--- config.mk ---
export PLATFORM = sky130hd
export DESIGN_NAME = strap_config_latch
export DESIGN_NICKNAME = d
export VERILOG_FILES = /design/src/logic/strap_config_pkg.sv /design/src/logic/reset_class_if.sv /design/src/logic/reset_pulse_classifier.sv /design/src/logic/strap_config_latch.sv
export VERILOG_INCLUDE_DIRS = /design/src /design/src/logic
export SDC_FILE = /design/constraint.sdc
export NUM_CORES = 1
export LEC_CHECK = 0
export ABC_AREA = 1
export BUFFER_PORTS_ARGS = -buffer_cell sky130_fd_sc_hd__buf_2
export CORE_UTILIZATION = 45
export DETAILED_ROUTE_END_ITERATION = 8
export PLACE_DENSITY = 0.75
export SLEW_MARGIN = 20
export SYNTH_ARGS = -nofsm -noshare
export SYNTH_HDL_FRONTEND = slang
export SYNTH_HIERARCHICAL = 1
export SYNTH_SLANG_ARGS = --single-unit
export TNS_END_PERCENT = 20
--- constraint.sdc ---
create_clock -name CORE_CLK -period 3.5 [get_ports CORE_CLK]
set_input_delay 0.7 -clock CORE_CLK [delete_from_list [all_inputs] [get_ports CORE_CLK]]
set_output_delay 0.7 -clock CORE_CLK [all_outputs]
set_load 0.03 [all_outputs]
--- src/logic/strap_config_defs.svh ---
// Constants for the strap configuration latch.
// Functional notes
// - High reference select enables internal reference.
// - Straps sampled at full reset release, held.
// - Reset low duration separates full from partial.
// - Reset held low keeps device in shutdown.
// - Hardware mode: sequencer follows its strap.
// - Range select 00 means software mode.
// - Hardware range: 01 2.5V, 10 5V, 11 10V.
// - Mode latched at full reset; range tracked live.
// - Interface select low parallel, high serial.
// - Single-lane select low: lane A only.
// - Parallel data pins are three-state when idle.
// - Hardware serial: oversampling latched from upper pins.
// - Hardware mode: burst enable latched at release.
`ifndef STRAP_CONFIG_DEFS_SVH
`define STRAP_CONFIG_DEFS_SVH

// ==========================================================
// Timing
`define CLK_PERIOD_NS 10
`define PARTIAL_RESET_MIN_NS 50
`define FULL_RESET_MIN_NS 1000
`define PARTIAL_RESET_CYCLES \
    ((`PARTIAL_RESET_MIN_NS + `CLK_PERIOD_NS - 1) / `CLK_PERIOD_NS)
`define FULL_RESET_CYCLES \
    ((`FULL_RESET_MIN_NS + `CLK_PERIOD_NS - 1) / `CLK_PERIOD_NS)
`define RST_CNT_W 8

// ==========================================================
// Pin fields
`define DATA_W 16
`define SINGLE_LANE_BIT 4
`define OS_HI_BIT 15
`define OS_LO_BIT 13
`define OS_W 3

// ==========================================================
// Range codes
`define RANGE_SOFTWARE 2'h0
`define RANGE_2V5 2'h1
`define RANGE_5V 2'h2
`define RANGE_10V 2'h3

`endif

--- src/logic/strap_config_pkg.sv ---
// Types for the strap configuration latch.
`include "strap_config_defs.svh"

package strap_config_pkg;

    typedef logic [`RST_CNT_W-1:0] rst_cnt_t;

    typedef struct packed {
        rst_cnt_t cnt;
        logic pin_prev;
        logic full_p;
        logic partial_p;
        logic shutdown;
    } classify_s;

    typedef struct packed {
        logic valid;
        logic ref_internal;
        logic seq_strap;
        logic serial_if;
        logic single_lane_hi;
        logic software_mode;
        logic [`OS_W-1:0] oversampling;
        logic burst;
        logic [1:0] range;
        logic full_p;
        logic partial_p;
        logic shutdown;
        logic [`DATA_W-1:0] db_out;
        logic [`DATA_W-1:0] db_oe_n;
        logic lane_a;
        logic lane_b;
        logic lane_a_oe_n;
        logic lane_b_oe_n;
    } loader_s;

endpackage

--- src/logic/reset_class_if.sv ---
// Reset classification events between classifier and loader.
`timescale 1ns/1ps

interface reset_class_if;
    logic full_release;
    logic partial_release;
    logic shutdown;

    modport classifier (
        output full_release,
        output partial_release,
        output shutdown
    );

    modport loader (
        input full_release,
        input partial_release,
        input shutdown
    );
endinterface

--- src/logic/reset_pulse_classifier.sv ---
// Measures the reset pin low time and classifies the pulse.
`timescale 1ns/1ps
`include "strap_config_defs.svh"

module reset_pulse_classifier (
    input wire logic clk,
    input wire logic rst,
    input wire logic reset_pin_n,
    reset_class_if.classifier ev
);
    localparam strap_config_pkg::rst_cnt_t FULL_CNT =
        `RST_CNT_W'(`FULL_RESET_CYCLES);
    localparam strap_config_pkg::rst_cnt_t PART_CNT =
        `RST_CNT_W'(`PARTIAL_RESET_CYCLES);

    strap_config_pkg::classify_s st_ff;
    strap_config_pkg::classify_s nxt_st;

    always_comb begin
        nxt_st = st_ff;
        nxt_st.pin_prev = reset_pin_n;
        nxt_st.full_p = 1'b0;
        nxt_st.partial_p = 1'b0;
        if (!reset_pin_n) begin
            // Saturate so a very long hold never wraps into a short one.
            if (st_ff.cnt != FULL_CNT) begin
                nxt_st.cnt = st_ff.cnt + `RST_CNT_W'(1);
            end
            nxt_st.shutdown = 1'b1;
        end else begin
            nxt_st.cnt = '0;
            nxt_st.shutdown = 1'b0;
            if (!st_ff.pin_prev) begin
                nxt_st.full_p = (st_ff.cnt >= FULL_CNT);
                nxt_st.partial_p = (st_ff.cnt >= PART_CNT) &&
                    (st_ff.cnt < FULL_CNT);
            end
        end
    end

    always_ff @(posedge clk or posedge rst) begin
        if (rst) begin
            st_ff <= '{cnt: '0, pin_prev: 1'b1, full_p: 1'b0,
                partial_p: 1'b0, shutdown: 1'b0};
        end else begin
            st_ff <= nxt_st;
        end
    end

    assign ev.full_release = st_ff.full_p;
    assign ev.partial_release = st_ff.partial_p;
    assign ev.shutdown = st_ff.shutdown;
endmodule

--- src/logic/strap_config_latch.sv ---
// Strap configuration latch with reset decode and pin drivers.
`timescale 1ns/1ps
`include "strap_config_defs.svh"

module strap_config_latch (
    input wire logic CORE_CLK,
    input wire logic RST,
    input wire logic RESET_PIN_N,
    input wire logic REFERENCE_SOURCE_SELECT,
    input wire logic SEQUENCER_ENABLE_STRAP,
    input wire logic RANGE_MODE_SELECT_HI,
    input wire logic RANGE_MODE_SELECT_LO,
    input wire logic INTERFACE_TYPE_SELECT,
    input wire logic BURST_STRAP,
    input wire logic [`DATA_W-1:0] PARALLEL_DATA_IN,
    input wire logic [`DATA_W-1:0] CORE_PARALLEL_DATA,
    input wire logic CORE_PARALLEL_DRIVE,
    input wire logic CORE_SERIAL_BIT_A,
    input wire logic CORE_SERIAL_BIT_B,
    input wire logic CORE_SERIAL_DRIVE,
    output logic CONFIG_VALID,
    output logic INTERNAL_REFERENCE_EN,
    output logic SEQUENCER_EN,
    output logic SOFTWARE_MODE,
    output logic [1:0] INPUT_RANGE,
    output logic SERIAL_INTERFACE,
    output logic DUAL_LANE_EN,
    output logic [`OS_W-1:0] OVERSAMPLING,
    output logic BURST_EN,
    output logic FULL_RESET_PULSE,
    output logic PARTIAL_RESET_PULSE,
    output logic SHUTDOWN,
    output logic [`DATA_W-1:0] PARALLEL_DATA_OUT,
    output logic [`DATA_W-1:0] PARALLEL_DATA_OE_N,
    output logic SERIAL_OUT_LANE_A,
    output logic SERIAL_OUT_LANE_A_OE_N,
    output logic SERIAL_OUT_LANE_B,
    output logic SERIAL_OUT_LANE_B_OE_N
);
    reset_class_if ev ();

    reset_pulse_classifier u_classifier (
        .clk(CORE_CLK),
        .rst(RST),
        .reset_pin_n(RESET_PIN_N),
        .ev(ev.classifier)
    );

    strap_config_pkg::loader_s st_ff;
    strap_config_pkg::loader_s nxt_st;
    logic [1:0] range_pins;
    logic hw_mode;

    assign range_pins = {RANGE_MODE_SELECT_HI, RANGE_MODE_SELECT_LO};
    assign hw_mode = !st_ff.software_mode;

    always_comb begin
        nxt_st = st_ff;
        nxt_st.full_p = ev.full_release;
        nxt_st.partial_p = ev.partial_release;
        nxt_st.shutdown = ev.shutdown;
        // ==========================================================
        // Capture all straps on one edge; partial reset keeps them.
        if (ev.full_release) begin
            nxt_st.valid = 1'b1;
            nxt_st.ref_internal = REFERENCE_SOURCE_SELECT;
            nxt_st.seq_strap = SEQUENCER_ENABLE_STRAP;
            nxt_st.serial_if = INTERFACE_TYPE_SELECT;
            nxt_st.single_lane_hi =
                PARALLEL_DATA_IN[`SINGLE_LANE_BIT];
            nxt_st.software_mode =
                (range_pins == `RANGE_SOFTWARE);
            nxt_st.oversampling =
                PARALLEL_DATA_IN[`OS_HI_BIT:`OS_LO_BIT];
            nxt_st.burst = BURST_STRAP;
        end
        // ==========================================================
        // Range follows the pins live while in hardware mode.
        if (st_ff.valid && hw_mode) begin
            nxt_st.range = range_pins;
        end else begin
            nxt_st.range = `RANGE_SOFTWARE;
        end
        // ==========================================================
        // Pin drivers; nothing drives while in shutdown.
        nxt_st.db_out = CORE_PARALLEL_DATA;
        if (st_ff.valid && !st_ff.serial_if && CORE_PARALLEL_DRIVE &&
            !ev.shutdown) begin
            nxt_st.db_oe_n = '0;
        end else begin
            nxt_st.db_oe_n = '1;
        end
        nxt_st.lane_a = CORE_SERIAL_BIT_A;
        nxt_st.lane_b = CORE_SERIAL_BIT_B;
        nxt_st.lane_a_oe_n = !(st_ff.valid && st_ff.serial_if &&
            CORE_SERIAL_DRIVE && !ev.shutdown);
        nxt_st.lane_b_oe_n = !(st_ff.valid && st_ff.serial_if &&
            st_ff.single_lane_hi && CORE_SERIAL_DRIVE &&
            !ev.shutdown);
    end

    always_ff @(posedge CORE_CLK or posedge RST) begin
        if (RST) begin
            st_ff <= '{valid: 1'b0, ref_internal: 1'b0, seq_strap: 1'b0,
                serial_if: 1'b0, single_lane_hi: 1'b0,
                software_mode: 1'b1, oversampling: '0, burst: 1'b0,
                range: `RANGE_SOFTWARE, full_p: 1'b0, partial_p: 1'b0,
                shutdown: 1'b0, db_out: '0, db_oe_n: '1, lane_a: 1'b0,
                lane_b: 1'b0, lane_a_oe_n: 1'b1, lane_b_oe_n: 1'b1};
        end else begin
            st_ff <= nxt_st;
        end
    end

    // ==========================================================
    // Decoded views of the stored straps, straight from the flops.
    // Oversampling and burst are only meaningful in hardware mode,
    // so software mode shows them as zero rather than stale pins.
    logic ref_en_ff;
    logic seq_en_ff;
    logic dual_ff;
    logic [`OS_W-1:0] os_ff;
    logic burst_ff;

    always_ff @(posedge CORE_CLK or posedge RST) begin
        if (RST) begin
            ref_en_ff <= 1'b0;
            seq_en_ff <= 1'b0;
            dual_ff <= 1'b0;
            os_ff <= '0;
            burst_ff <= 1'b0;
        end else begin
            ref_en_ff <= nxt_st.valid && nxt_st.ref_internal;
            seq_en_ff <= nxt_st.valid && !nxt_st.software_mode &&
                nxt_st.seq_strap;
            dual_ff <= nxt_st.valid && nxt_st.serial_if &&
                nxt_st.single_lane_hi;
            os_ff <= (nxt_st.valid && !nxt_st.software_mode &&
                nxt_st.serial_if) ? nxt_st.oversampling : '0;
            burst_ff <= nxt_st.valid && !nxt_st.software_mode &&
                nxt_st.burst;
        end
    end

    assign CONFIG_VALID = st_ff.valid;
    assign INTERNAL_REFERENCE_EN = ref_en_ff;
    assign SEQUENCER_EN = seq_en_ff;
    assign SOFTWARE_MODE = st_ff.software_mode;
    assign INPUT_RANGE = st_ff.range;
    assign SERIAL_INTERFACE = st_ff.serial_if;
    assign DUAL_LANE_EN = dual_ff;
    assign OVERSAMPLING = os_ff;
    assign BURST_EN = burst_ff;
    assign FULL_RESET_PULSE = st_ff.full_p;
    assign PARTIAL_RESET_PULSE = st_ff.partial_p;
    assign SHUTDOWN = st_ff.shutdown;
    assign PARALLEL_DATA_OUT = st_ff.db_out;
    assign PARALLEL_DATA_OE_N = st_ff.db_oe_n;
    assign SERIAL_OUT_LANE_A = st_ff.lane_a;
    assign SERIAL_OUT_LANE_A_OE_N = st_ff.lane_a_oe_n;
    assign SERIAL_OUT_LANE_B = st_ff.lane_b;
    assign SERIAL_OUT_LANE_B_OE_N = st_ff.lane_b_oe_n;
endmodule

==> results of run 1 <==
## cells by family (layout without fill, tap and decap cells)
family,count (synthesis),after routing,synth area share
AOI/OAI and AO/OA,15,15,0.0362
xor gates and xnor gates,1,1,0.00384
adders and majority gates,3,3,0.0164
buffers and inverters,65,120,0.169
DFF,55,55,0.606
and+or+nand+nor,80,80,0.168
## layer usage
metal / GRT usage / share of wire / vias up
li1: - / - / 742
met4: 0.0784 / 0.018 / 0
met2: 0.253 / 0.48 / 60
met5: 0 / 0 / -
met3: 0.0456 / 0.083 / 7
met1: 0.172 / 0.42 / 721
## cells in the mapped netlist (2+ instances only)
cell,n
buf_4,36
a21oi_2,2
dfstp_2,5
and3_1,2
nand2_1,20
ha_1,3
nand3_1,12
dfrtp_1,50
nand2_2,4
inv_1,24
nand4_1,4
nor2_1,22
or2_0,2
or2_2,5
o21ai_0,9
a21oi_1,4
inv_2,4
nor2_2,8
## layout make-up
cell class,instances,share of cell area
Multi-Input combinational cell,99,0.195
Clock buffer,6,0.0315
Sequential cell,55,0.527
Timing Repair Buffer,84,0.161
Tap cell,67,0.0319
Clock inverter,2,0.0133
Inverter,28,0.0400
## flip-flops by register name (all words and copies together), names as in the netlist, 2 cells and up
| register | cells |
|---|---|
| INPUT_RANGE | 2 |
| PARALLEL_DATA_OUT | 16 |
| OVERSAMPLING | 3 |
| u_classifier/st_ff | 9 |
| st_ff | 7 |
## path summary, 6_finish.rpt
check,cells past startpoint,slack (ns),endpoint,start
max reg2reg,4,2.11,OVERSAMPLING[1],u_classifier/ev.full_release
max,1,1.64,PARALLEL_DATA_OE_N[7],PARALLEL_DATA_OE_N[14]
min reg2reg,0,0.36,PARTIAL_RESET_PULSE,u_classifier/ev.partial_release
min,0,0.36,PARTIAL_RESET_PULSE,u_classifier/ev.partial_release
max in group asynchronous,3,2.62,SOFTWARE_MODE,RST
min in group asynchronous,2,0.40,u_classifier/st_ff[9],RST
## power by group through the flow
stage,clock network (mW),logic (mW),registers [mW]
floorplan,0,0.102,0.702
global placement,0,0.141,0.690
detailed placement,0,0.142,0.690
CTS,0.434,0.142,0.678
global route,0.455,0.156,0.681
finish,0.419,0.141,0.677
## stage by stage
stage | total power, mW | worst slack, ns | utilization
floorplan | 0.804 | 1.80 | -
global placement | 0.830 | 1.97 | 0.524
detailed placement | 0.832 | 1.96 | 0.524
CTS | 1.25 | 1.62 | 0.548
global route | 1.29 | 1.55 | 0.548
finish | 1.24 | 1.64 | 0.548
==> impl_metrics.env, run 1 <==
export IMPL_clkTransAtPathRegs_ns=0.09
export IMPL_post_cts_resized=0
export IMPL_areaGrowthSynthToFinish_pct=15.0
export IMPL_timing_final_crit_period_ns=1.86
export IMPL_die_x_um=73.2
export IMPL_clock_latency_ns=0.30
export IMPL_die_area_sq_um=5360
export IMPL_hold_viol=0
export IMPL_clkPwrFrac=0.339
export IMPL_grt_max_degree=44
export IMPL_crit_type="reg2out"
export IMPL_vias=1530
export IMPL_synth_area_sq_um=2280
export IMPL_vias_per_cell=4.49
export IMPL_antenna_cells=0
export IMPL_cts_tree="yes"
export IMPL_slowest_delay_ns=0.63
export IMPL_grt_antenna_before_repair=0
export IMPL_final_common_cell="buf_2"
export IMPL_path_buf_inv=1
export IMPL_fin_area_sq_um=2630
export IMPL_cts_buffers=5
export IMPL_grt_use_total=0.150
export IMPL_nNetsFinal=321
export IMPL_yosysTopAreaCell="dfrtp_1"
export IMPL_synth_avg_cell_area_sq_um=10.4
export IMPL_cp_end_kind="output port"
export IMPL_max_vdd_ir_drop_mv=0.193
export IMPL_switching_power_mw=0.300
export IMPL_cts_max_path_buffers=2
export IMPL_drcViolationCount=0
export IMPL_synth_top_cell_area_share=0.548
export IMPL_skew_ns=0.00568
export IMPL_rsz0062_at_grt="false"
export IMPL_intPower_mw=0.937
export IMPL_drt_pass1_iter_count=4
export IMPL_maxSlewViolCount=0
export IMPL_ctsHoldBuffers=0
export IMPL_portBuffers=83
export IMPL_regArea_sq_um=1380
export IMPL_grt_overflow=0
export IMPL_relSlewSlack=0.662
export IMPL_max_cap_violations=0
export IMPL_crit_chain="buf_2"
export IMPL_fin_crit_sh=0.531
export IMPL_core_area_sq_um=4790
export IMPL_grt_pass1_vias=1322
export IMPL_synth_edf_count=0
export IMPL_synthArstFlopShare=1.00
export IMPL_cp_top_family="flip-flops"
export IMPL_synthCells=219
export IMPL_path_max_fanout=16
export IMPL_max_freq_mhz=538
export IMPL_multi_input_area_sq_um=513
export IMPL_setup_viol=0
export IMPL_yosys_warnings=6
export IMPL_timing_hold_ws_ns=0.357
export IMPL_drt_wl_total_um=3790
export IMPL_seq_area_frac_synth=0.606
export IMPL_cts_root_buffer="clkbuf_8"
export IMPL_synth_area_leaders="dfrtp_1 55%, buf_4 12%, dfstp_2 5.8%"
export IMPL_die_y_um=73.2
export IMPL_required_ns=2.80
export IMPL_post_cts_setup_buffers=0
export IMPL_swShare=0.242
export IMPL_ys_types=21
export IMPL_layout_common_cells="83 x buf_2, 50 x dfrtp_1, 23 x inv_1"
export IMPL_start_kind="flip-flop"
export IMPL_drive_gt1_frac=0.442
export IMPL_dpl_hpwl_um=2830
export IMPL_comb_power_share=0.114
export IMPL_p_leak_nw=1.38
export IMPL_io_pin_count=96
export IMPL_clock_sinks=55
export IMPL_htree_levels=2
export IMPL_place_area_sq_um=2510
export IMPL_worstMarginPinSlew_ns=0.506
export IMPL_ant_nets=0
export IMPL_cp_slowest_cell="dfstp_2"
export IMPL_wl_per_cell_um=11.1
export IMPL_synth_fp_nets=267
export IMPL_pwr_share_seq=0.548
export IMPL_place_congestion=0.938
export IMPL_hp_class="reg2reg"
export IMPL_critical_path_arrival_ns=1.16
export IMPL_initial_core_util=0.477
export IMPL_synth_ff_type="dfrtp_1"
export IMPL_drt_iter0_drc=83
export IMPL_rows=25
export IMPL_status="finished, final reports clean"
export IMPL_power_density_nw_per_um2=471
export IMPL_final_instance_count_excl_fill=341
export IMPL_ys_ff_latch=55
export IMPL_timing_setup_tns_ns=0
export IMPL_placed_cells=333
export IMPL_fillCellCount=417
export IMPL_grt_pass1_wl_um=5900
Note: power is estimated with default switching activity, not from simulation.
==> run 2, diff against run 1 <==
- clock period: 3.5 -> 1.8 ns (I/O delays scaled with it)
==> run 2 against run 1 <==
  * Worst hold slack got worse by 0.19 ns
  * Flip-flop and latch count unchanged
  * Highest routed layer unchanged
  * Die area unchanged
  * Final cell count grew 0.88%
  * Combinational power is 96% higher
  * Critical path type unchanged
==> impl_metrics.env, run 2 (synthesis results as in run 1) <==
export IMPL_status="finished, final reports clean"
export IMPL_fin_crit_sh=0.844
export IMPL_placed_cells=335
export IMPL_grt_max_degree=18
export IMPL_nNetsFinal=324
export IMPL_die_area_sq_um=5360
export IMPL_initial_core_util=0.477
export IMPL_final_common_cell="buf_2"
export IMPL_drt_pass1_iter_count=4
export IMPL_drt_wl_total_um=3830
export IMPL_cts_buffers=5
export IMPL_post_cts_setup_buffers=0
export IMPL_clkPwrFrac=0.285
export IMPL_layout_common_cells="83 x buf_2, 50 x dfrtp_1, 23 x inv_1"
export IMPL_max_cap_violations=0
export IMPL_final_core_util=0.547
export IMPL_comb_power_share=0.124
export IMPL_timing_setup_tns_ns=0
export IMPL_pwr_share_seq=0.591
export IMPL_wl_per_cell_um=11.1
export IMPL_largest_reg_flops=16
export IMPL_timing_final_crit_period_ns=1.52
export IMPL_regArea_sq_um=1380
export IMPL_io_pin_count=96
export IMPL_hp_class="in2reg"
export IMPL_grt_overflow=0
export IMPL_cp_end_kind="output port"
export IMPL_dpl_hpwl_um=3010
export IMPL_preCtsSetupSlack_ns=0.515
export IMPL_vias=1517
export IMPL_cts_root_buffer="clkbuf_8"
export IMPL_vias_per_cell=4.41
export IMPL_relSlewSlack=0.696
export IMPL_grt_pass1_vias=1394
export IMPL_cp_top_family="flip-flops"
export IMPL_rrSetupSlack_ns=0.50
export IMPL_antenna_cells=0
export IMPL_path_buf_inv=1
export IMPL_required_ns=1.44
export IMPL_drt_iter0_drc=64
export IMPL_max_freq_mhz=658
export IMPL_ctsHoldBuffers=1
export IMPL_post_cts_resized=0
export IMPL_worst_slack_ns=0.281
export IMPL_grt_antenna_before_repair=0
export IMPL_fillCellCount=433
export IMPL_path_max_fanout=16
export IMPL_portBuffers=83
export IMPL_rsz0062_at_grt="false"
export IMPL_maxSlewViolCount=0
export IMPL_cts_max_path_buffers=2
export IMPL_skew_ns=0.00557
export IMPL_htree_levels=2
export IMPL_setup_viol=0
export IMPL_rows=25
export IMPL_drcViolationCount=0
export IMPL_switching_power_mw=0.581
export IMPL_cp_slowest_cell="dfstp_2"
export IMPL_die_y_um=73.2
export IMPL_grt_use_total=0.154
export IMPL_cts_tree="yes"
export IMPL_clkTransAtPathRegs_ns=0.09
export IMPL_swShare=0.261
export IMPL_grt_use_met2=0.255
export IMPL_place_congestion=0.850
export IMPL_multi_input_area_sq_um=513
export IMPL_p_leak_nw=1.38
export IMPL_core_area_sq_um=4790
export IMPL_start_kind="flip-flop"
export IMPL_die_x_um=73.2
export IMPL_grtUsageMet3=0.0580
export IMPL_worstMarginPinSlew_ns=0.456
export IMPL_intPower_mw=1.65
export IMPL_areaGrowthSynthToFinish_pct=14.7
export IMPL_clock_sinks=55
export IMPL_clock_latency_ns=0.30
export IMPL_power_density_nw_per_um2=851
export IMPL_hold_viol=0
export IMPL_grt_pass1_wl_um=6090
export IMPL_ant_nets=0
export IMPL_drive_gt1_frac=0.440
export IMPL_critical_path_arrival_ns=1.16
export IMPL_slowest_delay_ns=0.63
export IMPL_max_vdd_ir_drop_mv=0.349
export IMPL_crit_type="reg2out"
export IMPL_crit_chain="buf_2"
export IMPL_final_instance_count_excl_fill=344
export IMPL_globalRouteMet1Util=0.174
export IMPL_grt_busiest_layer="met2"
-- run 2: final timing paths --
path / startpoint / to / depth (start not counted)
max: PARALLEL_DATA_OE_N[14] / PARALLEL_DATA_OE_N[13] / 1
min: CORE_PARALLEL_DATA[7] / PARALLEL_DATA_OUT[7] / 1
max reg2reg: u_classifier/st_ff[4] / u_classifier/st_ff[4] / 7
min reg2reg: u_classifier/ev.partial_release / PARTIAL_RESET_PULSE / 0
max in group asynchronous: RST / SOFTWARE_MODE / 4
min in group asynchronous: RST / PARTIAL_RESET_PULSE / 3
-- run 2: area by class of cell --
| cell class | instances | share of cell area |
|---|---|---|
| tap | 67 | 0.0320 |
| inverter | 28 | 0.0402 |
| multi-input combinational | 99 | 0.196 |
| sequential | 55 | 0.528 |
| timing repair buffer | 87 | 0.171 |
| clock buffer | 6 | 0.0277 |
| clock inverter | 2 | 0.00478 |
-- run 2: metal layers --
metal  wire, um  share of wire
met1       1530           0.40
met2       1870           0.49
met3        363          0.095
met4         64          0.017
met5          0              0
-- run 2: power groups by stage --
| stage | Clock (mW) | Sequential (mW) | Combinational, mW |
|---|---|---|---|
| 2_1_floorplan | 0 | 1.37 | 0.198 |
| 3_3_place_gp | 0 | 1.34 | 0.276 |
| 3_5_place_dp | 0 | 1.34 | 0.279 |
| 4_1_cts | 0.661 | 1.32 | 0.281 |
| 5_1_grt | 0.701 | 1.32 | 0.305 |
| 6_report | 0.634 | 1.32 | 0.277 |
-- run 2: through the flow --
step	power (mW)	area [sq um]	hold slack, ns
3_5_place_dp	1.62	2520	0.321
3_3_place_gp	1.62	2520	0.320
5_1_grt	2.33	2620	0.146
4_1_cts	2.26	2620	0.151
2_1_floorplan	1.56	2280	0.224
6_report	2.23	2620	0.163
